==> src/rtl/tmpm_params.svh <==
// Offsets, field positions, reset values and frame counts for the transmit multifunction port mux.
`ifndef TMPM_PARAMS_SVH
`define TMPM_PARAMS_SVH
`define TMPM_AW 4
`define TMPM_DW 8
`define TMPM_NPORT 4
`define TMPM_OFS_PORTCFG 4'h0
`define TMPM_OFS_MODE 4'h4
`define TMPM_OFS_SAMPLE 4'h5
`define TMPM_OFS_SPARE 4'h6
`define TMPM_OFS_SLOT 4'h8
`define TMPM_OFS_STATUS 4'hc
`define TMPM_FUNC_RESET 4'h0
`define TMPM_MODE_RESET 7'h00
`define TMPM_SAMPLE_RESET 6'h00
`define TMPM_SPARE_RESET 5'h00
`define TMPM_SLOT_RESET 8'h00
`define TMPM_SAMPLE_PT_MSB 2
`define TMPM_RATIO_LSB 4
`define TMPM_RATIO_MSB 5
`define TMPM_E1_BIT_LAST 8'hff
`define TMPM_T1_BIT_LAST 8'hc0
`define TMPM_E1_MF_LAST 5'h0f
`define TMPM_T1_ESF_MF_LAST 5'h17
`define TMPM_T1_SF_MF_LAST 5'h0b
`define TMPM_ROBBED_LAST 3'h5
`define TMPM_SPARE_FIRST 3'h3
`define TMPM_SLOT_BIT_LAST 3'h7
`define TMPM_STAT_TRI_BIT 4
`define TMPM_STAT_OVF_BIT 5
`endif

==> src/rtl/tmpm_pkg.sv <==
// Types shared by the transmit multifunction port mux modules.
package tmpm_pkg;
   typedef enum logic [3:0] {
      FN_SYNC_IN = 4'h0,
      FN_MFSYNC_IN = 4'h1,
      FN_SIG_IN = 4'h2,
      FN_EXTCLK_IN = 4'h3,
      FN_MF_BEGIN = 4'h4,
      FN_SIG_MARK = 4'h5,
      FN_DL_MARK = 4'h6,
      FN_LINE_CLK = 4'h7,
      FN_TRISTATE_IN = 4'h8,
      FN_LEVEL_IN = 4'h9,
      FN_DRIVE_HIGH = 4'ha,
      FN_DRIVE_LOW = 4'hb
   } tmpm_func_t;

   typedef struct packed {
      logic oscRefEn;
      logic tristateReg;
      logic gating;
      logic edgeSel;
      logic extended_superframe;
      logic robbed;
      logic t1Mode;
   } tmpm_mode_t;

   typedef struct packed {
      logic bitTick;
      logic sampleTick;
      logic lineClk;
      logic robbedFrame;
      logic [7:0] bitIdx;
      logic [4:0] frameIdx;
   } tmpm_timing_t;
endpackage

==> src/rtl/tmpm_top.sv <==
// Transmit multifunction port mux: four ports, each steered by its own 4-bit function code.
// Overview of operation
// - Code 0010 takes signaling data input
// - Gating option samples only under own marker
// - Sampling point chosen by 3-bit select
// - External clock may reference the internal oscillator
// - Code 0100 pulses at multiframe start
// - Code 0101 marks selected time slots
// - Robbed-bit mode marks robbed bit, sixth frame
// - E1 code 0110 marks enabled spare bits
// - T1 data-link marker only in extended superframe
// - Code 0111 outputs transmit line clock
// - Code 1000 input ORed into line tristate
// - Code 1001 level readable in status
// - Codes 1010/1011 drive fixed high/low
// - Ports are inputs after reset, direction automatic
// - Edge select picks latching clock edge
`include "tmpm_params.svh"
module tmpm_top (
   input wire logic clk,                               // 20 MHz system clock
   input wire logic rstn,                              // asynchronous reset, active low
   input wire logic [`TMPM_AW-1:0] regAddr,            // register address
   input wire logic [`TMPM_DW-1:0] regWrData,          // register write data
   input wire logic regWr,                             // write strobe
   input wire logic regRd,                             // read strobe
   output logic [`TMPM_DW-1:0] regRdData,              // read data, cycle after strobe
   input wire logic txSysClk,                          // transmit system clock level
   input wire logic [`TMPM_NPORT-1:0] txMultiportIn,   // port pin levels
   output logic [`TMPM_NPORT-1:0] txMultiportOut,      // port pin drive values
   output logic [`TMPM_NPORT-1:0] txMultiportOe,       // port pin drive enables
   output logic [`TMPM_DW-1:0] sigData,                // assembled signaling byte
   output logic sigValid,                              // signaling byte available
   input wire logic sigReady,                          // core takes the byte
   output logic lineTristate,                          // transmit line outputs in tristate
   output logic extTxClk,                              // external transmit clock level
   output logic oscRefClk                              // oscillator reference clock level
);
   import tmpm_pkg::*;

   logic rstMeta_q;
   logic rstSyncN_q;
   logic [3:0] cfg_q [`TMPM_NPORT];
   tmpm_mode_t mode_q;
   logic [5:0] sample_q;
   logic [4:0] spareEn_q;
   logic [7:0] slot_q [4];
   logic ovf_q;
   logic [7:0] shift_q;
   logic [2:0] shiftCnt_q;
   logic pend_q;
   logic [7:0] pendData_q;
   logic bufInReady;
   tmpm_timing_t tim;
   logic [`TMPM_NPORT-1:0] isSig;
   logic [`TMPM_NPORT-1:0] isClk;
   logic [`TMPM_NPORT-1:0] isTri;
   logic [`TMPM_NPORT-1:0] isLevel;
   logic [31:0] slotSel;
   logic [7:0] chanBit;
   logic mfNow;
   logic markNow;
   logic dlNow;
   logic sigBit;
   logic takeSig;
   logic byteDone;
   logic statusRd;
   logic [`TMPM_DW-1:0] rdData_d;

   // The reset is released through two flops so that every flop leaves reset on the same edge.
   always_ff @(posedge clk or negedge rstn) begin
      if (!rstn) begin
         rstMeta_q <= 1'b0;
         rstSyncN_q <= 1'b0;
      end else begin
         rstMeta_q <= 1'b1;
         rstSyncN_q <= rstMeta_q;
      end
   end

   // Register writes.
   always_ff @(posedge clk or negedge rstSyncN_q) begin
      if (!rstSyncN_q) begin
         for (int i = 0; i < `TMPM_NPORT; i++) begin
            cfg_q[i] <= `TMPM_FUNC_RESET;
         end
         for (int i = 0; i < 4; i++) begin
            slot_q[i] <= `TMPM_SLOT_RESET;
         end
         mode_q <= `TMPM_MODE_RESET;
         sample_q <= `TMPM_SAMPLE_RESET;
         spareEn_q <= `TMPM_SPARE_RESET;
      end else if (regWr) begin
         for (int i = 0; i < `TMPM_NPORT; i++) begin
            if (regAddr == `TMPM_OFS_PORTCFG + 4'(i)) begin
               cfg_q[i] <= regWrData[3:0];
            end
         end
         for (int i = 0; i < 4; i++) begin
            if (regAddr == `TMPM_OFS_SLOT + 4'(i)) begin
               slot_q[i] <= regWrData;
            end
         end
         if (regAddr == `TMPM_OFS_MODE) begin
            mode_q <= tmpm_mode_t'(regWrData[6:0]);
         end
         if (regAddr == `TMPM_OFS_SAMPLE) begin
            sample_q <= regWrData[5:0];
         end
         if (regAddr == `TMPM_OFS_SPARE) begin
            spareEn_q <= regWrData[4:0];
         end
      end
   end

   tmpm_timing u_timing (
      .clk(clk),
      .rstN(rstSyncN_q),
      .txSysClk(txSysClk),
      .mode(mode_q),
      .ratio(sample_q[`TMPM_RATIO_MSB:`TMPM_RATIO_LSB]),
      .samplePt(sample_q[`TMPM_SAMPLE_PT_MSB:0]),
      .tim(tim)
   );

   // Marker timing for the bit now on the transmit data stream.
   always_comb begin
      slotSel = {slot_q[3], slot_q[2], slot_q[1], slot_q[0]};
      // In T1 bit 0 is the framing bit, so channel bits start one later.
      chanBit = mode_q.t1Mode ? tim.bitIdx - 8'h01 : tim.bitIdx;
      mfNow = (tim.frameIdx == 5'h00) && (tim.bitIdx == 8'h00);
      if (mode_q.t1Mode && mode_q.robbed) begin
         markNow = tim.robbedFrame && (tim.bitIdx != 8'h00)
                   && (chanBit[2:0] == `TMPM_SLOT_BIT_LAST);
      end else if (mode_q.t1Mode && tim.bitIdx == 8'h00) begin
         markNow = 1'b0;
      end else begin
         markNow = slotSel[chanBit[7:3]];
      end
      if (mode_q.t1Mode) begin
         dlNow = mode_q.extended_superframe && (tim.bitIdx == 8'h00) && !tim.frameIdx[0];
      end else begin
         dlNow = tim.frameIdx[0] && (tim.bitIdx[7:3] == 5'h00) && (tim.bitIdx[2:0] >= `TMPM_SPARE_FIRST)
                 && spareEn_q[3'(tim.bitIdx[2:0] - `TMPM_SPARE_FIRST)];
      end
   end

   // Per-port function decode and registered pin drive.
   for (genvar p = 0; p < `TMPM_NPORT; p++) begin : g_port
      tmpm_func_t fn;
      assign fn = tmpm_func_t'(cfg_q[p]);
      assign isSig[p] = (fn == FN_SIG_IN);
      assign isClk[p] = (fn == FN_EXTCLK_IN);
      assign isTri[p] = (fn == FN_TRISTATE_IN);
      assign isLevel[p] = (fn == FN_LEVEL_IN);

      always_ff @(posedge clk or negedge rstSyncN_q) begin
         if (!rstSyncN_q) begin
            txMultiportOut[p] <= 1'b0;
            txMultiportOe[p] <= 1'b0;
         end else begin
            case (fn)
               FN_MF_BEGIN: begin
                  txMultiportOut[p] <= mfNow;
                  txMultiportOe[p] <= 1'b1;
               end
               FN_SIG_MARK: begin
                  txMultiportOut[p] <= markNow;
                  txMultiportOe[p] <= 1'b1;
               end
               FN_DL_MARK: begin
                  txMultiportOut[p] <= dlNow;
                  txMultiportOe[p] <= 1'b1;
               end
               FN_LINE_CLK: begin
                  txMultiportOut[p] <= tim.lineClk;
                  txMultiportOe[p] <= 1'b1;
               end
               FN_DRIVE_HIGH: begin
                  txMultiportOut[p] <= 1'b1;
                  txMultiportOe[p] <= 1'b1;
               end
               FN_DRIVE_LOW: begin
                  txMultiportOut[p] <= 1'b0;
                  txMultiportOe[p] <= 1'b1;
               end
               default: begin
                  // Input functions and reserved codes leave the pin undriven.
                  txMultiportOut[p] <= 1'b0;
                  txMultiportOe[p] <= 1'b0;
               end
            endcase
         end
      end
   end

   // Software is expected to select each input function on one port only; if it does not,
   // the signaling, clock and tristate levels are simply ORed.
   assign sigBit = |(txMultiportIn & isSig);
   assign takeSig = tim.sampleTick && (|isSig) && (!mode_q.gating || markNow);
   assign byteDone = takeSig && (shiftCnt_q == `TMPM_SLOT_BIT_LAST);

   // Serial signaling bits are packed MSB first into bytes.
   always_ff @(posedge clk or negedge rstSyncN_q) begin
      if (!rstSyncN_q) begin
         shift_q <= 8'h00;
         shiftCnt_q <= 3'h0;
      end else if (takeSig) begin
         shift_q <= {shift_q[6:0], sigBit};
         shiftCnt_q <= shiftCnt_q + 3'h1;
      end
   end

   // A finished byte waits here while the buffer is full; the line cannot be stalled,
   // so a second byte arriving meanwhile is dropped and flagged.
   always_ff @(posedge clk or negedge rstSyncN_q) begin
      if (!rstSyncN_q) begin
         pend_q <= 1'b0;
         pendData_q <= 8'h00;
         ovf_q <= 1'b0;
      end else begin
         if (byteDone && (!pend_q || bufInReady)) begin
            pend_q <= 1'b1;
            pendData_q <= {shift_q[6:0], sigBit};
         end else if (bufInReady) begin
            pend_q <= 1'b0;
         end
         if (byteDone && pend_q && !bufInReady) begin
            ovf_q <= 1'b1;
         end else if (statusRd) begin
            ovf_q <= 1'b0;
         end
      end
   end

   tmpm_buf #(
      .W(`TMPM_DW)
   ) u_buf (
      .clk(clk),
      .rstN(rstSyncN_q),
      .inData(pendData_q),
      .inValid(pend_q),
      .inReady(bufInReady),
      .outData(sigData),
      .outValid(sigValid),
      .outReady(sigReady)
   );

   // Line tristate, external clock pass-through and oscillator reference.
   always_ff @(posedge clk or negedge rstSyncN_q) begin
      if (!rstSyncN_q) begin
         lineTristate <= 1'b0;
         extTxClk <= 1'b0;
         oscRefClk <= 1'b0;
      end else begin
         lineTristate <= mode_q.tristateReg || (|(txMultiportIn & isTri));
         extTxClk <= |(txMultiportIn & isClk);
         oscRefClk <= mode_q.oscRefEn && (|(txMultiportIn & isClk));
      end
   end

   // Register reads; data stand only in the cycle after the strobe.
   assign statusRd = regRd && (regAddr == `TMPM_OFS_STATUS);
   always_comb begin
      rdData_d = 8'h00;
      for (int i = 0; i < `TMPM_NPORT; i++) begin
         if (regAddr == `TMPM_OFS_PORTCFG + 4'(i)) begin
            rdData_d = {4'h0, cfg_q[i]};
         end
      end
      for (int i = 0; i < 4; i++) begin
         if (regAddr == `TMPM_OFS_SLOT + 4'(i)) begin
            rdData_d = slot_q[i];
         end
      end
      if (regAddr == `TMPM_OFS_MODE) begin
         rdData_d = {1'b0, mode_q};
      end
      if (regAddr == `TMPM_OFS_SAMPLE) begin
         rdData_d = {2'h0, sample_q};
      end
      if (regAddr == `TMPM_OFS_SPARE) begin
         rdData_d = {3'h0, spareEn_q};
      end
      if (regAddr == `TMPM_OFS_STATUS) begin
         rdData_d[3:0] = txMultiportIn & isLevel;
         rdData_d[`TMPM_STAT_TRI_BIT] = lineTristate;
         rdData_d[`TMPM_STAT_OVF_BIT] = ovf_q;
      end
   end

   always_ff @(posedge clk or negedge rstSyncN_q) begin
      if (!rstSyncN_q) begin
         regRdData <= 8'h00;
      end else begin
         regRdData <= regRd ? rdData_d : 8'h00;
      end
   end
endmodule

==> src/rtl/tmpm_buf.sv <==
// Two-entry skid buffer carrying assembled signaling bytes to the framer core.
module tmpm_buf #(
   parameter int W = 8
) (
   input wire logic clk,                // system clock
   input wire logic rstN,               // synchronised reset, active low
   input wire logic [W-1:0] inData,     // word from the assembler
   input wire logic inValid,            // word offered
   output logic inReady,                // buffer can take a word
   output logic [W-1:0] outData,        // word to the core
   output logic outValid,               // word available
   input wire logic outReady            // core takes the word
);
   import tmpm_pkg::*;
   logic [W-1:0] skid_q;
   logic skidValid_q;

   // Second entry only fills when the core stalls, so inReady is a plain flop.
   always_ff @(posedge clk or negedge rstN) begin
      if (!rstN) begin
         outData <= '0;
         outValid <= 1'b0;
         skid_q <= '0;
         skidValid_q <= 1'b0;
      end else begin
         if (!outValid || outReady) begin
            if (skidValid_q) begin
               outData <= skid_q;
               outValid <= 1'b1;
               skidValid_q <= 1'b0;
            end else begin
               outData <= inData;
               outValid <= inValid;
            end
         end else if (inValid && !skidValid_q) begin
            skid_q <= inData;
            skidValid_q <= 1'b1;
         end
      end
   end

   assign inReady = !skidValid_q;
endmodule

==> src/rtl/tmpm_timing.sv <==
// Bit, frame and multiframe counters paced by the selected edge of the transmit system clock.
module tmpm_timing (
   input wire logic clk,                       // system clock
   input wire logic rstN,                      // synchronised reset, active low
   input wire logic txSysClk,                  // transmit system clock level
   input wire tmpm_pkg::tmpm_mode_t mode,      // mode bits
   input wire logic [1:0] ratio,               // log2 of transmit system clock periods per line bit
   input wire logic [2:0] samplePt,            // sampling point within a bit
   output tmpm_pkg::tmpm_timing_t tim          // registered timing state
);
   import tmpm_pkg::*;
   logic sysPrev_q;
   logic [2:0] sub_q;
   logic [2:0] robbed_q;
   logic [2:0] ratioLast;
   logic edgeNow;
   logic [7:0] bitLast;
   logic [4:0] mfLast;

   always_comb begin
      ratioLast = 3'h0;
      case (ratio)
         2'h1: ratioLast = 3'h1;
         2'h2: ratioLast = 3'h3;
         2'h3: ratioLast = 3'h7;
         default: ratioLast = 3'h0;
      endcase
      edgeNow = mode.edgeSel ? (sysPrev_q && !txSysClk) : (!sysPrev_q && txSysClk);
      bitLast = mode.t1Mode ? `TMPM_T1_BIT_LAST : `TMPM_E1_BIT_LAST;
      mfLast = !mode.t1Mode ? `TMPM_E1_MF_LAST : (mode.extended_superframe ? `TMPM_T1_ESF_MF_LAST : `TMPM_T1_SF_MF_LAST);
   end

   always_ff @(posedge clk or negedge rstN) begin
      if (!rstN) begin
         sysPrev_q <= 1'b0;
         sub_q <= 3'h0;
         robbed_q <= 3'h0;
         tim <= '0;
      end else begin
         sysPrev_q <= txSysClk;
         // Above the basic rate one of several system edges per bit is the sampling point.
         tim.sampleTick <= edgeNow && (sub_q == (samplePt & ratioLast));
         tim.bitTick <= edgeNow && (sub_q == ratioLast);
         tim.lineClk <= (ratio == 2'h0) ? txSysClk : (sub_q <= (ratioLast >> 1));
         tim.robbedFrame <= (robbed_q == `TMPM_ROBBED_LAST);
         if (edgeNow) begin
            sub_q <= (sub_q == ratioLast) ? 3'h0 : sub_q + 3'h1;
            if (sub_q == ratioLast) begin
               if (tim.bitIdx >= bitLast) begin
                  tim.bitIdx <= 8'h00;
                  tim.frameIdx <= (tim.frameIdx >= mfLast) ? 5'h00 : tim.frameIdx + 5'h01;
                  robbed_q <= (robbed_q == `TMPM_ROBBED_LAST) ? 3'h0 : robbed_q + 3'h1;
               end else begin
                  tim.bitIdx <= tim.bitIdx + 8'h01;
               end
            end
         end
      end
   end
endmodule

==> config.mk <==
export PLATFORM = sky130hd
export DESIGN_NAME = tmpm_top
export DESIGN_NICKNAME = d
export VERILOG_FILES = /design/src/rtl/tmpm_pkg.sv /design/src/rtl/tmpm_top.sv /design/src/rtl/tmpm_buf.sv /design/src/rtl/tmpm_timing.sv
export VERILOG_INCLUDE_DIRS = /design/src /design/src/rtl
export SDC_FILE = /design/constraint.sdc
export NUM_CORES = 1
export LEC_CHECK = 0
export BUFFER_PORTS_ARGS = -buffer_cell sky130_fd_sc_hd__buf_2
export CAP_MARGIN = 20
export CORE_MARGIN = 8
export CORE_UTILIZATION = 40
export CTS_CLUSTER_DIAMETER = 200
export DETAILED_ROUTE_END_ITERATION = 10
export PLACE_DENSITY = 0.59
export SLEW_MARGIN = 0
export SYNTH_ARGS = -nofsm -noshare
export SYNTH_HDL_FRONTEND = slang
export SYNTH_SLANG_ARGS = --single-unit
==> constraint.sdc <==
create_clock -name clk -period 5.29 [get_ports clk]
set_input_delay 0.529 -clock clk [delete_from_list [all_inputs] [get_ports clk]]
set_output_delay 0.529 -clock clk [all_outputs]
set_load 0.03 [all_outputs]
== After elaboration in Yosys (flattened, before gate mapping) ==
Cells that the tools add are included.

* Register bits: 148

* Bitwise logic cells: 6
* $add $sub $neg: 7
* Mux-type cells: 47
* Reductions and logical operators: 63
* Order comparisons: 6
* Eq/ne operators: 60

{| class="wikitable"
|+ Operator list
! cell !! count
|-
| $mux 8 || 11
|-
| $eq 4x4->1 const B || 21
|-
| $eq 4x3->1 const B || 19
|-
| $eq 4x2->1 const B || 10
|-
| $reduce_and 2->1 || 13
|-
| $reduce_or 6->1 || 4
|-
| $logic_and 1x1->1 || 22
|-
| $pmux 1 s5 || 4
|-
| $mux 1 || 18
|-
| $and 4x4->4 || 4
|-
| $mux 4 || 4
|-
| $reduce_or 4->1 || 4
|-
| $mux 5 || 3
|-
| $mux 6 || 2
|-
| $logic_not 5->1 || 2
|-
| $add 3x1->3 const B || 3
|-
| $eq 3x3->1 const B || 3
|-
| $pmux 3 s3 || 1
|-
| $add 8x1->8 const B || 1
|-
| $ge 8x8->1 || 1
|-
| $logic_not 8->1 || 1
|-
| $reduce_bool 8->1 || 1
|-
| $sub 8x1->8 const B || 1
|-
| $logic_not 1->1 || 7
|-
| other kinds (22) || 29
|}

== Logic depth before layout (Yosys ltp) ==
* Depth after elaboration: 14
* Gate-level depth with buffers: 13

== By module ==
From an unflattened synthesis, not the netlist that was laid out.

* Cells, all modules: 679
* Area total of the unflattened synthesis: 8020.2 um^2

{| class="wikitable"
|+ Modules (own cells, without submodules)
! module !! instances !! area each (um^2) !! sequential area each (um^2) !! cells an instance
|-
| tmpm_top || 1 || 5689.2 || 2677.6 || 471
|-
| tmpm_timing || 1 || 1481.4 || 600.6 || 157
|-
| tmpm_buf || 1 || 849.6 || 450.4 || 51
|}

== Worst setup path after synthesis ==
OpenSTA, ideal clock, no wires.

* Path type: register -> register
* Start: register u_timing.tim[5] (netlist name)
* End: register shiftCnt_q[2]
* Arrival time: 3076 ps
* Required time: 5165 ps
* Setup time: 125 ps
* Setup slack: 2089 ps
* Stages on the path, launching flop included: 10
* Cells stage by stage: dfrtp_1 buf_6 or4b_4 xnor2_4 mux4_1 o211ai_1 a311oi_4 o21ai_4 buf_6 mux2_4

* Word-level cells in the longest chain between the ends: 8

{| class="wikitable"
|+ Ends and longest elaborated chain
! item !! line !! source
|-
| $sub 8x1->8 || tmpm_top.sv:129 || <nowiki>chanBit = mode_q.t1Mode ? tim.bitIdx - 8'h01 : tim.bitIdx;</nowiki>
|-
| $mux 8 || tmpm_top.sv:129 ||
|-
| $bmux 1 s5 || tmpm_top.sv:137 || <nowiki>markNow = slotSel[chanBit[7:3]];</nowiki>
|-
| $mux 1 (not written as such) || tmpm_top.sv:137 ||
|-
| $mux 1 || tmpm_top.sv:134 || <nowiki>end else if (mode_q.t1Mode && tim.bitIdx == 8'h00) begin</nowiki>
|-
| $mux 1 * || tmpm_top.sv:131 || <nowiki>if (mode_q.t1Mode && mode_q.robbed) begin</nowiki>
|-
| $logic_or 1x1->1 * || tmpm_top.sv:199 || <nowiki>assign takeSig = tim.sampleTick && (|isSig) && (!mode_q.gating || markNow);</nowiki>
|-
| $logic_and 1x1->1 * || tmpm_top.sv:199 ||
|-
| end signal, assigned || tmpm_top.sv:209 || <nowiki>shiftCnt_q <= shiftCnt_q + 3'h1;</nowiki>
|-
| end, declared || tmpm_top.sv:49 || <nowiki>logic [2:0] shiftCnt_q;</nowiki>
|}

Every way passes the cells marked *; elsewhere a longest branch is shown, timed or not. The select of a mux whose other input is x is not followed.
A chain may end at the register's enable or synchronous reset.

== Worst setup path in the final report ==
* Start: register mode_q[0] (netlist bit)
* End: register shift_q[2]

* Word-level cells in the longest chain between the ends: 7

{| class="wikitable"
|+ Ends and longest elaborated chain
! item !! line !! source
|-
| start, declared || tmpm_top.sv:43 || <nowiki>tmpm_mode_t mode_q;</nowiki>
|-
| start signal, assigned || tmpm_top.sv:89 || <nowiki>mode_q <= `TMPM_MODE_RESET;</nowiki>
|-
| start signal, assigned || tmpm_top.sv:104 || <nowiki>mode_q <= tmpm_mode_t'(regWrData[6:0]);</nowiki>
|-
| $mux 8 || tmpm_top.sv:129 ||
|-
| $bmux 1 s5 || tmpm_top.sv:137 ||
|-
| $mux 1 (not written as such) || tmpm_top.sv:137 ||
|-
| $mux 1 || tmpm_top.sv:134 ||
|-
| $mux 1 * || tmpm_top.sv:131 ||
|-
| $logic_or 1x1->1 * || tmpm_top.sv:199 ||
|-
| $logic_and 1x1->1 * || tmpm_top.sv:199 ||
|-
| end signal, assigned || tmpm_top.sv:208 || <nowiki>shift_q <= {shift_q[6:0], sigBit};</nowiki>
|-
| end, declared || tmpm_top.sv:48 || <nowiki>logic [7:0] shift_q;</nowiki>
|}

Marked as above.

==> results.sh <==
export IMPL_outcome="complete, no violations"
export IMPL_post_route_cells_drive_above_1_share_pct=25.3
export IMPL_vdd_drop_max_mv=0.240
export IMPL_grt_busiest_layer="met2"
export IMPL_grtUsageMet3_pct=4.24
export IMPL_place_port_buffers=49
export IMPL_cts_inserted_buffers=17
export IMPL_timing_critical_path_max_delay_family="multiplexers"
export IMPL_area_delta_synth_final_pct=13.7
export IMPL_gr_usage_met1_pct=22.4
export IMPL_num_nets_final=792
export IMPL_avgViaCountPerCell=5.55
export IMPL_cp_end_kind="register"
export IMPL_grt_antenna_before_repair=1
export IMPL_gp_congestion=0.918
export IMPL_clkSlewWorstSetupHoldPaths_ps=70
export IMPL_async_reset_ff_share_pct=100
export IMPL_setup_viol=0
export IMPL_postSynthRegisterBits=148
export IMPL_synth_most_common_cell="dfrtp_1"
export IMPL_cts_tree="built"
export IMPL_multiInputGateArea_mm2=0.00394
export IMPL_routed_wl_um=19500
export IMPL_fp_row_count=51
export IMPL_crit_slowest_cell="dfrtp_1"
export IMPL_layoutNonFillerInstCount=1029
export IMPL_critPathLaunch="mode_q[0]"
export IMPL_clock_tree_root_cell="clkbuf_16"
export IMPL_postRouteAntennaNets=0
export IMPL_finalCritPeriodShare_pct=72.8
export IMPL_seq_area_frac_synth_pct=47.1
export IMPL_data_arrival_time_of_the_critical_path_ps=4160
export IMPL_met2_usage_pct=25.5
export IMPL_ys_warn_count=0
export IMPL_mappedNetlistArea_mm2=0.00786
export IMPL_globalRoute_totalOverflow=0
export IMPL_grt_max_degree=73
export IMPL_clock_fmax_ghz=0.260
export IMPL_finalCriticalPeriod_ps=3850
export IMPL_worstPathRequired_ps=5600
export IMPL_ios=50
export IMPL_static_leakage_power_nw=4.01
export IMPL_initialDrtViolationCount=438
export IMPL_min_delay_path_class="reg2async"
export IMPL_tightest_slew_ps=969
export IMPL_synth_largest_area_cell="dfrtp_1"
export IMPL_clk_insertion_delay_late_ps=430
export IMPL_clock_skew_final_ps=11.5
export IMPL_starting_density_pct=40.5
export IMPL_cts_htree_levels=4
export IMPL_setup_total_negative_slack_ps=0
export IMPL_first_pass_grt_wire_length_um=31800
export IMPL_syn_num_nets=750
export IMPL_share_of_the_synthesized_area_in_the_top_cell_type_pct=47.1
export IMPL_cts_resized=0
export IMPL_final_core_utilization_pct=46.1
export IMPL_detailedPlace_worstSlack_ps=1460
export IMPL_hold_violations_final=0
export IMPL_synth_enable_flop_cells=0
export IMPL_grt_usage_pct=16.7
export IMPL_timing_final_ws_setup_ps=1440
export IMPL_dr_pass1_iters=5
export IMPL_rr_startpoint="mode_q[0]"
export IMPL_yosys_cell_types_count=70
export IMPL_design_core_area_mm2=0.0194
export IMPL_setup_worst_path_start_class="register"
export IMPL_hold_worst_slack_ps=166
export IMPL_rsz0062_at_grt="false"
export IMPL_post_synth_inst_count=708
export IMPL_placedCellCount=995
export IMPL_yosys_top_cells_area="dfrtp_1 47%, mux2_2 12%, nand2_1 3.8%"
export IMPL_hpwlAfterDp_um=14300
export IMPL_pwr_density_cell_mw_per_mm2=428
export IMPL_synth_cell_count_leaders="148 x dfrtp_1, 86 x mux2_2, 80 x nand2_1, 41 x o21ai_0, 39 x nor2_1"
export IMPL_cts_max_path_buffers=2
export IMPL_postSynthAreaPerCell_um2=11.1
export IMPL_regArea_mm2=0.00371
export IMPL_num_vias=5706
export IMPL_die_y_um=156
export IMPL_critical_path_cell_chain="or4b_4 > xnor2_4 > mux4_1 > o211ai_1 > a311oi_4 > o21ai_4 > mux2_2"
export IMPL_timing_max_transition_violations_final=0
export IMPL_drc=0
export IMPL_vias_in_the_first_global_route=5870
export IMPL_worst_slew_margin_rel_pct=35.3
export IMPL_dominantRegCellSynth="dfrtp_1"
export IMPL_critPathKind="reg2reg"
export IMPL_horizontal_die_dimension_um=156
export IMPL_final_fill_count=1818
export IMPL_fp_dieArea_mm2=0.0244
export IMPL_cts_sinks=148
export IMPL_wirelength_per_cell_um=18.9
export IMPL_drv_max_cap_violation_count=0
export IMPL_cp_buffers_inverters=0
export IMPL_critical_path_peak_fanout=14
export IMPL_timing_critical_path_slowest_cell_delay_ps=620
## what timing repair did
| item | 4_1_cts | 5_1_grt |
|---|---|---|
| hold buffers | 1 | 0 |
| endpoints found under the setup margin | 0 | 0 |
| buffers inserted | 0 | 0 |
| endpoints found under the hold margin | 2 | 0 |
## final cells by class
cell class | count | share of cell area, %
repair buffers | 52 | 3.03
flip-flops and latches | 148 | 41.5
clock buffers | 17 | 4.76
multi-input cells | 510 | 44.1
inverters | 21 | 0.882
well taps | 265 | 3.71
clock inverters | 15 | 2.02
diodes | 1 | 0.0280
## final timing paths
path / depth (start not counted) / end / slack [ps]
setup / recovery: 7 / shift_q[2] / 1440
hold / removal: 0 / sample_q[2] / 170
setup reg to reg: 7 / shift_q[2] / 1440
hold reg to reg: 0 / sample_q[2] / 170
max in group asynchronous: 1 / g_port[2].fn[1] / 3980
min in group clk: 1 / u_timing.sysPrev_q / 250
## flip-flops by register name, summed over array words and instances, names as in the netlist, 4 cells and up
name and cells:
u_buf.outData 8, txMultiportOe 4, slotSel 32, spareEn_q 5
pendData_q 8, sample_q 6, regRdData 8, txMultiportOut 4
mode_q 7, g_port.fn 16, u_timing.tim 16, u_buf.skid_q 8
shift_q 7
## routing by layer
layer  routed length [um]  up-vias  share of wire (%)
met2                 8920      153                 46
met1                 9080     2842                 47
met3                 1050       34                5.4
met4                  399        0                2.1
met5                    0        -                  0
li1                     -     2677                  -
## power by group
part / total, mW / internal (mW) / switching [mW]
Combinational: 1.01 / 0.473 / 0.540
Sequential: 1.61 / 1.34 / 0.271
Clock: 1.20 / 0.641 / 0.559
## cell families after synthesis
logic type	Yosys count	share of synthesized area, %
other	1	0.0477
AO/OA/AOI/OAI	132	11.7
XOR/XNOR	12	1.58
AND/OR/NAND/NOR	215	13.7
flip-flops	148	47.1
buffers and inverters	50	2.72
adder cells (fa/ha/maj)	20	3.19
multiplexers	130	19.9
## placed cells by master (no fill, tap or decap), types with 8 or more instances in the layout
master     count
dfrtp_1      147
mux2_2        86
nand2_1       80
buf_2         49
o21ai_0       41
nor2_1        39
mux2i_1       29
inv_1         20
ha_1          20
nor2b_1       17
a21oi_1       17
clkbuf_16     17
nand3_1       14
nand2b_1      12
a21o_1        12
nor3_1        11
o31ai_1       10
mux4_2         8
xnor2_1        8
## metrics by stage
| step | power, mW | area [um2] |
|---|---|---|
| floorplan | 2.34 | 7860 |
| global placement | 2.60 | 8320 |
| detailed placement | 2.63 | 8320 |
| CTS | 3.85 | 8930 |
| global route | 4.05 | 8930 |
| finish | 3.82 | 8930 |
Note: power is estimated with default switching activity, not from simulation.
